<file path="src/core/rstseq_pkg.sv">
// package: constants and carrier types of the system reset sequencer
package rstseq_pkg;
	localparam int unsigned CLK_HZ            = 50000000;
	localparam int unsigned PWR_STABLE_US     = 100;
	localparam int unsigned PWR_STABLE_CYC    = (PWR_STABLE_US * (CLK_HZ / 1000000));
	localparam int unsigned INIT_CYC          = 16;
	localparam int unsigned WARMUP_CYC        = 256;
	localparam int unsigned CNT_W             = 16;
	localparam logic [31:0] RESET_VECTOR_ADDR = 32'h0000_0004;
	localparam logic [31:0] APP_START_ADDR    = 32'h0000_0000;
	localparam logic [31:0] BOOT_START_ADDR   = 32'h1FFF_0000;
	localparam logic        PIN_RESET_EN_RST  = 1'b1;
	localparam int unsigned CAUSE_PIN         = 0;
	localparam int unsigned CAUSE_POR         = 1;
	localparam int unsigned CAUSE_LVD         = 2;
	localparam int unsigned CAUSE_WDT         = 3;
	localparam int unsigned CAUSE_SW          = 4;
	localparam int unsigned CAUSE_WAKE        = 5;
	localparam int unsigned NUM_CAUSES        = 6;

	typedef enum logic [2:0] {
		RSTSEQ_POWER_UP,
		RSTSEQ_PIN_CHECK,
		RSTSEQ_INIT,
		RSTSEQ_WARMUP,
		RSTSEQ_RUN
	} rstseq_state_t;

	// raw event inputs; pin, lvd reset and wake after synchronisation
	typedef struct packed {
		logic pin_low;
		logic por;
		logic lvd_reset;
		logic wdt_ovf;
		logic sw_req;
		logic wake;
	} rstseq_src_t;

	typedef struct packed {
		logic        sys_reset;
		logic        pin_drive_low;
		logic        regs_init;
		logic        clk_release;
		logic        run;
		logic [31:0] start_addr;
		logic [31:0] vector_addr;
	} rstseq_ctl_t;
endpackage : rstseq_pkg

</file>
<file path="src/core/rstseq_top.sv">
// system reset sequencer: source merge, cause flags, ordered release
`timescale 1ns/100ps
`default_nettype none
module rstseq_top (
	input  wire logic        clk_in,
	input  wire logic        reset_in,
	input  wire logic        reset_pin_n_in,
	input  wire logic        supply_good_in,
	input  wire logic        lvd_level_in,
	input  wire logic        lvd_reset_level_in,
	input  wire logic        lvd_reset_sel_in,
	input  wire logic        watchdog_counter_ovf_in,
	input  wire logic        sw_system_reset_request_in,
	input  wire logic        deep_sleep_wake_pin_in,
	input  wire logic        boot_loader_enable_in,
	input  wire logic        pin_reset_control_wr_in,
	input  wire logic        pin_reset_control_in,
	input  wire logic        lvd_irq_enable_in,
	input  wire logic        cause_clear_in,
	output var  logic        sys_reset_out,
	output var  logic        reset_pin_out,
	output var  logic        reset_pin_oe_out,
	output var  logic        regs_init_out,
	output var  logic        clk_release_out,
	output var  logic        run_out,
	output var  logic [31:0] start_addr_out,
	output var  logic [31:0] vector_addr_out,
	output var  logic [5:0]  reset_cause_status_out,
	output var  logic        pin_reset_control_out,
	output var  logic        lvd_irq_out,
	output var  logic        lvd_status_out
);
	typedef struct packed {
		rstseq_pkg::rstseq_state_t      state;
		logic [rstseq_pkg::CNT_W-1:0]   cnt;
		logic [5:0]                     cause;
		logic                           pin_en;
		logic                           por_seen;
		rstseq_pkg::rstseq_ctl_t        ctl;
		logic                           lvd_irq;
		logic                           lvd_stat;
	} rstseq_regs_t;

	rstseq_regs_t        st_r;
	rstseq_regs_t        st_nxt;
	rstseq_pkg::rstseq_src_t src;
	logic [4:0]          raw_s;
	logic                pin_low_s;
	logic                pin_reset_hit;
	logic                any_src;

	// pins and analog levels cross into clk_in before use
	rstseq_sync #(
		.W    (5),
		// idle levels, so no false source shows while the flops fill
		.INIT (5'h00)
	) u_sync (
		.clk_in   (clk_in),
		.reset_in (reset_in),
		.async_in ({~reset_pin_n_in, supply_good_in, lvd_level_in,
			lvd_reset_level_in, deep_sleep_wake_pin_in}),
		.sync_out (raw_s)
	);

	always_comb begin
		pin_low_s     = raw_s[4];
		src.pin_low   = pin_low_s;
		src.por       = 1'b0;
		src.lvd_reset = lvd_reset_sel_in & raw_s[1];
		src.wdt_ovf   = watchdog_counter_ovf_in;
		src.sw_req    = sw_system_reset_request_in;
		src.wake      = raw_s[0];
		// own drive reads back on the pin until pin check lets it go
		pin_reset_hit = st_r.pin_en & src.pin_low
			& (st_r.state != rstseq_pkg::RSTSEQ_POWER_UP)
			& (st_r.state != rstseq_pkg::RSTSEQ_PIN_CHECK);
		any_src = pin_reset_hit | src.lvd_reset | src.wdt_ovf | src.sw_req | src.wake;
	end

	always_comb begin
		st_nxt = st_r;
		st_nxt.ctl.sys_reset     = 1'b1;
		st_nxt.ctl.pin_drive_low = 1'b1;
		st_nxt.ctl.regs_init     = 1'b0;
		st_nxt.ctl.clk_release   = 1'b0;
		st_nxt.ctl.run           = 1'b0;
		st_nxt.ctl.vector_addr   = rstseq_pkg::RESET_VECTOR_ADDR;
		// pin reset enable, software may change it
		if (pin_reset_control_wr_in) begin
			st_nxt.pin_en = pin_reset_control_in;
		end
		// enable gates irq, status always pollable
		st_nxt.lvd_irq  = raw_s[2] & lvd_irq_enable_in;
		st_nxt.lvd_stat = raw_s[2];
		// flags sticky, new sets win over clear
		if (cause_clear_in && st_r.state == rstseq_pkg::RSTSEQ_RUN) begin
			st_nxt.cause = 6'h00;
		end
		st_nxt.cause[rstseq_pkg::CAUSE_PIN]  = st_nxt.cause[rstseq_pkg::CAUSE_PIN] | pin_reset_hit;
		st_nxt.cause[rstseq_pkg::CAUSE_LVD]  = st_nxt.cause[rstseq_pkg::CAUSE_LVD] | src.lvd_reset;
		st_nxt.cause[rstseq_pkg::CAUSE_WDT]  = st_nxt.cause[rstseq_pkg::CAUSE_WDT] | src.wdt_ovf;
		st_nxt.cause[rstseq_pkg::CAUSE_SW]   = st_nxt.cause[rstseq_pkg::CAUSE_SW] | src.sw_req;
		st_nxt.cause[rstseq_pkg::CAUSE_WAKE] = st_nxt.cause[rstseq_pkg::CAUSE_WAKE] | src.wake;
		if (any_src) begin
			st_nxt.state = rstseq_pkg::RSTSEQ_POWER_UP;
			st_nxt.cnt   = '0;
			// a later source drops the boot loader start
			st_nxt.por_seen = 1'b0;
		end else begin
			case (st_r.state)
				// stays here while supply is low
				rstseq_pkg::RSTSEQ_POWER_UP: begin
					if (!raw_s[3]) begin
						st_nxt.cnt = '0;
					end else if (st_r.cnt == rstseq_pkg::CNT_W'(rstseq_pkg::PWR_STABLE_CYC - 1)) begin
						st_nxt.state = rstseq_pkg::RSTSEQ_PIN_CHECK;
						st_nxt.cnt   = '0;
					end else begin
						st_nxt.cnt = st_r.cnt + 1'b1;
					end
				end
				// hold while enabled pin is low
				rstseq_pkg::RSTSEQ_PIN_CHECK: begin
					if (!(st_r.pin_en && pin_low_s)) begin
						st_nxt.state = rstseq_pkg::RSTSEQ_INIT;
					end
				end
				rstseq_pkg::RSTSEQ_INIT: begin
					st_nxt.ctl.regs_init = 1'b1;
					if (st_r.cnt == rstseq_pkg::CNT_W'(rstseq_pkg::INIT_CYC - 1)) begin
						st_nxt.state         = rstseq_pkg::RSTSEQ_WARMUP;
						st_nxt.cnt           = '0;
						st_nxt.ctl.regs_init = 1'b0;
					end else begin
						st_nxt.cnt = st_r.cnt + 1'b1;
					end
				end
				rstseq_pkg::RSTSEQ_WARMUP: begin
					if (st_r.cnt == rstseq_pkg::CNT_W'(rstseq_pkg::WARMUP_CYC - 1)) begin
						st_nxt.state           = rstseq_pkg::RSTSEQ_RUN;
						st_nxt.ctl.clk_release = 1'b1;
						st_nxt.ctl.sys_reset   = 1'b0;
						st_nxt.ctl.run         = 1'b1;
					end else begin
						st_nxt.cnt = st_r.cnt + 1'b1;
					end
				end
				rstseq_pkg::RSTSEQ_RUN: begin
					st_nxt.ctl.clk_release = 1'b1;
					st_nxt.ctl.sys_reset   = 1'b0;
					st_nxt.ctl.run         = 1'b1;
				end
				default: begin
					st_nxt.state = rstseq_pkg::RSTSEQ_POWER_UP;
					st_nxt.cnt   = '0;
				end
			endcase
		end
		// pin driven low for whole delay phase
		// let go at pin check, so an outside hold can be seen there
		st_nxt.ctl.pin_drive_low = (st_nxt.state == rstseq_pkg::RSTSEQ_POWER_UP);
		if (st_r.por_seen && boot_loader_enable_in) begin
			st_nxt.ctl.start_addr = rstseq_pkg::BOOT_START_ADDR;
		end else begin
			st_nxt.ctl.start_addr = rstseq_pkg::APP_START_ADDR;
		end
	end

	always_ff @(posedge clk_in) begin
		if (reset_in) begin
			st_r.state    <= rstseq_pkg::RSTSEQ_POWER_UP;
			st_r.cnt      <= '0;
			st_r.cause    <= 6'(32'h1 << rstseq_pkg::CAUSE_POR);
			st_r.pin_en   <= rstseq_pkg::PIN_RESET_EN_RST;
			st_r.por_seen <= 1'b1;
			st_r.ctl      <= {1'b1, 1'b1, 1'b0, 1'b0, 1'b0, rstseq_pkg::APP_START_ADDR,
				rstseq_pkg::RESET_VECTOR_ADDR};
			st_r.lvd_irq  <= 1'b0;
			st_r.lvd_stat <= 1'b0;
		end else begin
			st_r <= st_nxt;
		end
	end

	always_comb begin
		sys_reset_out          = st_r.ctl.sys_reset;
		reset_pin_out          = 1'b0;
		reset_pin_oe_out       = st_r.ctl.pin_drive_low;
		regs_init_out          = st_r.ctl.regs_init;
		clk_release_out        = st_r.ctl.clk_release;
		run_out                = st_r.ctl.run;
		start_addr_out         = st_r.ctl.start_addr;
		vector_addr_out        = st_r.ctl.vector_addr;
		reset_cause_status_out = st_r.cause;
		pin_reset_control_out  = st_r.pin_en;
		lvd_irq_out            = st_r.lvd_irq;
		lvd_status_out         = st_r.lvd_stat;
	end

	// pin low for the whole delay phase
	pin_low_a: assert property (@(posedge clk_in) disable iff (reset_in)
		reset_pin_oe_out == (st_r.state == rstseq_pkg::RSTSEQ_POWER_UP))
		else $error("pin drive outside delay phase");
	// watchdog overflow resets and sets its cause flag on the next cycle
	wdt_reset_a: assert property (@(posedge clk_in) disable iff (reset_in)
		watchdog_counter_ovf_in |=> sys_reset_out && reset_cause_status_out[3])
		else $error("watchdog did not reset");
	// no progress past pin check while enabled pin low
	pin_hold_a: assert property (@(posedge clk_in) disable iff (reset_in)
		(st_r.state == rstseq_pkg::RSTSEQ_PIN_CHECK && st_r.pin_en && pin_low_s)
		|=> st_r.state != rstseq_pkg::RSTSEQ_INIT) else $error("left pin check early");
	// power stage held while supply bad
	supply_hold_a: assert property (@(posedge clk_in) disable iff (reset_in)
		(st_r.state == rstseq_pkg::RSTSEQ_POWER_UP && !raw_s[3])
		|=> st_r.state == rstseq_pkg::RSTSEQ_POWER_UP) else $error("left power stage");
	run_clk_a: assert property (@(posedge clk_in) disable iff (reset_in)
		$rose(run_out) |-> clk_release_out && $past(st_r.state) == rstseq_pkg::RSTSEQ_WARMUP)
		else $error("run without warm-up");
	// cause flags never drop during reset
	cause_keep_a: assert property (@(posedge clk_in) disable iff (reset_in)
		sys_reset_out |=> (reset_cause_status_out & $past(reset_cause_status_out))
		== $past(reset_cause_status_out)) else $error("cause flag lost");
	lvd_gate_a: assert property (@(posedge clk_in) disable iff (reset_in)
		lvd_irq_out |-> lvd_status_out && $past(lvd_irq_enable_in))
		else $error("irq without enable");
	vector_fix_a: assert property (@(posedge clk_in) disable iff (reset_in)
		vector_addr_out == rstseq_pkg::RESET_VECTOR_ADDR) else $error("vector moved");
	sw_cov_c:   cover property (@(posedge clk_in) disable iff (reset_in) src.sw_req ##1 sys_reset_out);
	run_cov_c:  cover property (@(posedge clk_in) disable iff (reset_in) $rose(run_out));
	pin_cov_c:  cover property (@(posedge clk_in) disable iff (reset_in)
		st_r.state == rstseq_pkg::RSTSEQ_PIN_CHECK && pin_low_s);
endmodule // rstseq_top
`default_nettype wire

</file>
<file path="src/core/rstseq_sync.sv">
// two-flop synchroniser for asynchronous pin and analog inputs
`timescale 1ns/100ps
`default_nettype none
module rstseq_sync #(
	parameter int unsigned W        = 1,
	parameter logic [W-1:0] INIT    = '0
) (
	input  wire logic         clk_in,
	input  wire logic         reset_in,
	input  wire logic [W-1:0] async_in,
	output var  logic [W-1:0] sync_out
);
	logic [W-1:0] meta_r;

	always_ff @(posedge clk_in) begin
		if (reset_in) begin
			meta_r   <= INIT;
			sync_out <= INIT;
		end else begin
			meta_r   <= async_in;
			sync_out <= meta_r;
		end
	end
endmodule // rstseq_sync
`default_nettype wire

</file>
<file path="config.mk">
export PLATFORM = sky130hd
export DESIGN_NAME = rstseq_top
export DESIGN_NICKNAME = d
export VERILOG_FILES = /design/src/core/rstseq_pkg.sv /design/src/core/rstseq_top.sv /design/src/core/rstseq_sync.sv
export SDC_FILE = /design/constraint.sdc
export NUM_CORES = 1
export LEC_CHECK = 0
export BUFFER_PORTS_ARGS = -buffer_cell sky130_fd_sc_hd__buf_2
export CAP_MARGIN = 20
export CORE_ASPECT_RATIO = 0.9
export CORE_MARGIN = 3
export CORE_UTILIZATION = 40
export DETAILED_ROUTE_END_ITERATION = 10
export PLACE_DENSITY = 0.67
export SLEW_MARGIN = 20
export SYNTH_ARGS = -nofsm -noshare
export SYNTH_HDL_FRONTEND = slang
export SYNTH_SLANG_ARGS = --single-unit
</file>
<file path="constraint.sdc">
create_clock -name clk_in -period 3.7 [get_ports clk_in]
set_input_delay 0 -clock clk_in [delete_from_list [all_inputs] [get_ports clk_in]]
set_output_delay 0 -clock clk_in [all_outputs]
set_load 0.03 [all_outputs]
</file>
==> flow_summary.yaml <==
synth:
  post_synth_inst_count: 261
  async_reset_ff_share_pct: 0
  synth_most_common_cell: "buf_4"
  syn_area_per_cell_sq_um: 8.95
  synth_ff_type: "dfxtp_1"
  synth_edf_count: 0
  synth_area_leaders: "dfxtp_1 38%, buf_4 23%, nor2b_1 4.0%"
  synth_commonest_cells: "73 x buf_4, 44 x dfxtp_1, 24 x nor2_1"
  yosysWarnings: 0
  synth_top_area_share_pct: 37.7
  yosysTopAreaCell: "dfxtp_1"
  synth.distinct_cells: 45
  synth-seq-cells: 44
  syn_area_sq_um: 2340
  ys_seq_area_share_pct: 37.7
clock_network:
  clock-sinks: 44
  cts_tree: "built"
  root_buffer: "clkbuf_8"
  clk_pin_slew_worst_paths_ns: 0.09
  cts_setup_buffers: 0
  cts_buffers: 5
  clock_latency_ns: 0.29
  cts_buffer_depth: 2
  htreeDepth: 2
power:
  power.internal_uw: 712
  powerDensity_nw_per_um2: 403
  power_frac_comb_pct: 13.9
  p_seq_share_pct: 49.4
  p_leak_nw: 1.05
  ir_worst_vdd_v: 0.000218
  swShare_pct: 28.0
  p_sw_uw: 277
  clock_power_share_pct: 36.7
  finalPower_uw: 988
die:
  dieArea_sq_um: 6790
  row_count: 25
  start_util_pct: 42.9
  die_h_um: 78.5
  fp.coreArea_sq_um: 5440
  ios: 94
  die_w_um: 86.6
setup_path:
  r2r-start: "st_r[79]"
  crit_chain: "ha_1 -> nand4_1 -> nor4bb_1 -> nand3_1 -> a221o_1 -> o21bai_4 -> nor2_1"
  crit_start: "st_r[79]"
  worst_setup_path_start_kind: "flop"
  cp-end-kind: "flop"
  slowest_stage: "nor4bb_1"
  crit_type: "flop to flop"
  critPathMaxStageDelay_ns: 0.45
  cp.required_ns: 3.87
  crit_fanout: 14
  crit_arrival_ns: 2.56
drt:
  viasPerCell: 4.44
  ant_nets: 0
  drt-total-wl_mm: 4.04
  drc_errors: 0
  firstDrtPassIters: 4
  num_vias: 1594
  drtIter0Drc: 114
  wire_per_inst_um: 11.3
final_layout:
  nets: 307
  area_growth_syn_to_layout_pct: 5.03
  drive_gt1_share_pct: 21.9
  diodes: 0
  fillers: 533
timing:
  period_minus_slack_ns: 2.39
  fin_skew_ns: 0.00734
  rsz0062_at_grt: "no"
  hold_viol: 0
  timing.final.crit_share_pct: 64.5
  fmaxAchievable_mhz: 419
  setup_viol: 0
  tns_ns: 0
  slew_headroom_pct: 56.4
  slew_violations: 0
  tightest_slew_ns: 0.649
place:
  io_buffers: 41
  dp_hpwl_mm: 2.84
  gp_congestion: 0.755
flow_run:
  max_cap_violations: 0
global_routing:
  first_global_vias: 1479
  antenna_found_initial: 0
  track_usage_pct: 12.5
  grt_remaining_overflow: 0
  grt_pass1_wl_mm: 6.82
  grt_max_degree: 22
min_path:
  hold_class: "input pin to flop"
  worst_hold_startpoint: "reset_in"
outcome:
  outcome: "finished clean"
==> registers in the layout (all words and copies together) (netlist names) <==
signal                  cells
lvd_status_out              1
pin_reset_control_out       1
sys_reset_out               1
u_sync.sync_out             5
u_sync.meta_r               5
st_r                       20
start_addr_out              1
reset_pin_oe_out            1
regs_init_out               1
clk_release_out             1
lvd_irq_out                 1
reset_cause_status_out      6
==> final cells by class <==
type | count | area [sq um] | share of cell area, %
Sequential cell | 44 | 881 | 35.9
Inverter | 2 | 7.51 | 0.306
Clock buffer | 5 | 68.8 | 2.80
Multi-Input combinational cell | 185 | 1040 | 42.6
Clock inverter | 3 | 42.5 | 1.73
Timing Repair Buffer | 53 | 325 | 13.3
Tap cell | 67 | 83.8 | 3.42
==> layout by cell type, fill, tap and decap left out, drive strengths merged, types with 2 or more instances in the layout <==
master       instances
nor2b               15
nand3b               2
a31oi                3
inv                  2
nand4                3
dfxtp               44
buf                 41
a21o                 2
nor3                 3
conb                52
and2                 2
nor4                 2
o21ai                3
a21oi                9
and3                 2
clkbuf               5
dlygate4sd3         12
xnor2               10
nand3                8
and4                 2
a22oi                2
xor2                 5
nor2                34
nand2                8
==> path summary, 6_finish.rpt <==
| kind | slack (ns) | cells past startpoint | end |
|---|---|---|---|
| max | 1.31 | 7 | st_r[89] |
| min | 0.09 | 2 | reset_cause_status_out[4] |
| max reg2reg | 1.31 | 7 | st_r[89] |
| min reg2reg | 0.44 | 1 | u_sync.sync_out[3] |
==> layer usage <==
metal | routed length (um) | track usage (%)
met1 | 1790 | 15.6
met5 | 0 | 0
met4 | 89 | 6.07
met2 | 1940 | 20.4
met3 | 221 | 2.62
==> worst max-delay path, delay by kind of cell (launching register included) <==
kind | cells | cell delay (ns)
AOI/OAI and AO/OA | 2 | 0.83
and+or+nand+nor | 4 | 0.80
DFF | 1 | 0.39
adders and majority gates | 1 | 0.24
==> logic make-up after synthesis <==
group / after synthesis / share of synthesized area, %
AO/OA/AOI/OAI: 29 / 9.05
XOR/XNOR: 15 / 5.62
flip-flops: 44 / 37.7
AND/OR/NAND/NOR: 88 / 21.2
other: 2 / 0.321
buffers and inverters: 82 / 25.6
adder cells (fa/ha/maj): 1 / 0.536
==> through the flow <==
stage | std cells | hold slack, ns | util, % | area (sq um) | setup WS, ns
2_1_floorplan | 311 | 0.0667 | - | 2520 | 1.70
3_3_place_gp | 339 | 0.159 | 40.8 | 2220 | 1.44
3_5_place_dp | 339 | 0.154 | 40.8 | 2220 | 1.37
4_1_cts | 359 | 0.0840 | 45.1 | 2450 | 1.32
5_1_grt | 359 | 0.0945 | 45.1 | 2450 | 1.09
6_report | 359 | 0.0947 | 45.1 | 2450 | 1.31
==> what timing repair did <==
action,4_1_cts,5_1_grt
hold endpoints to repair,11,0
gates resized for setup,0,0
hold buffers,12,0
==> power by group through the flow <==
stage,sequential (mW),clock [mW],combinational (mW)
after floorplan,0.502,0,0.159
after global placement,0.499,0,0.125
after detailed placement,0.500,0,0.126
after CTS,0.489,0.372,0.136
after global routing,0.490,0.400,0.145
final,0.489,0.363,0.137
(Power assumes the default switching activity.)
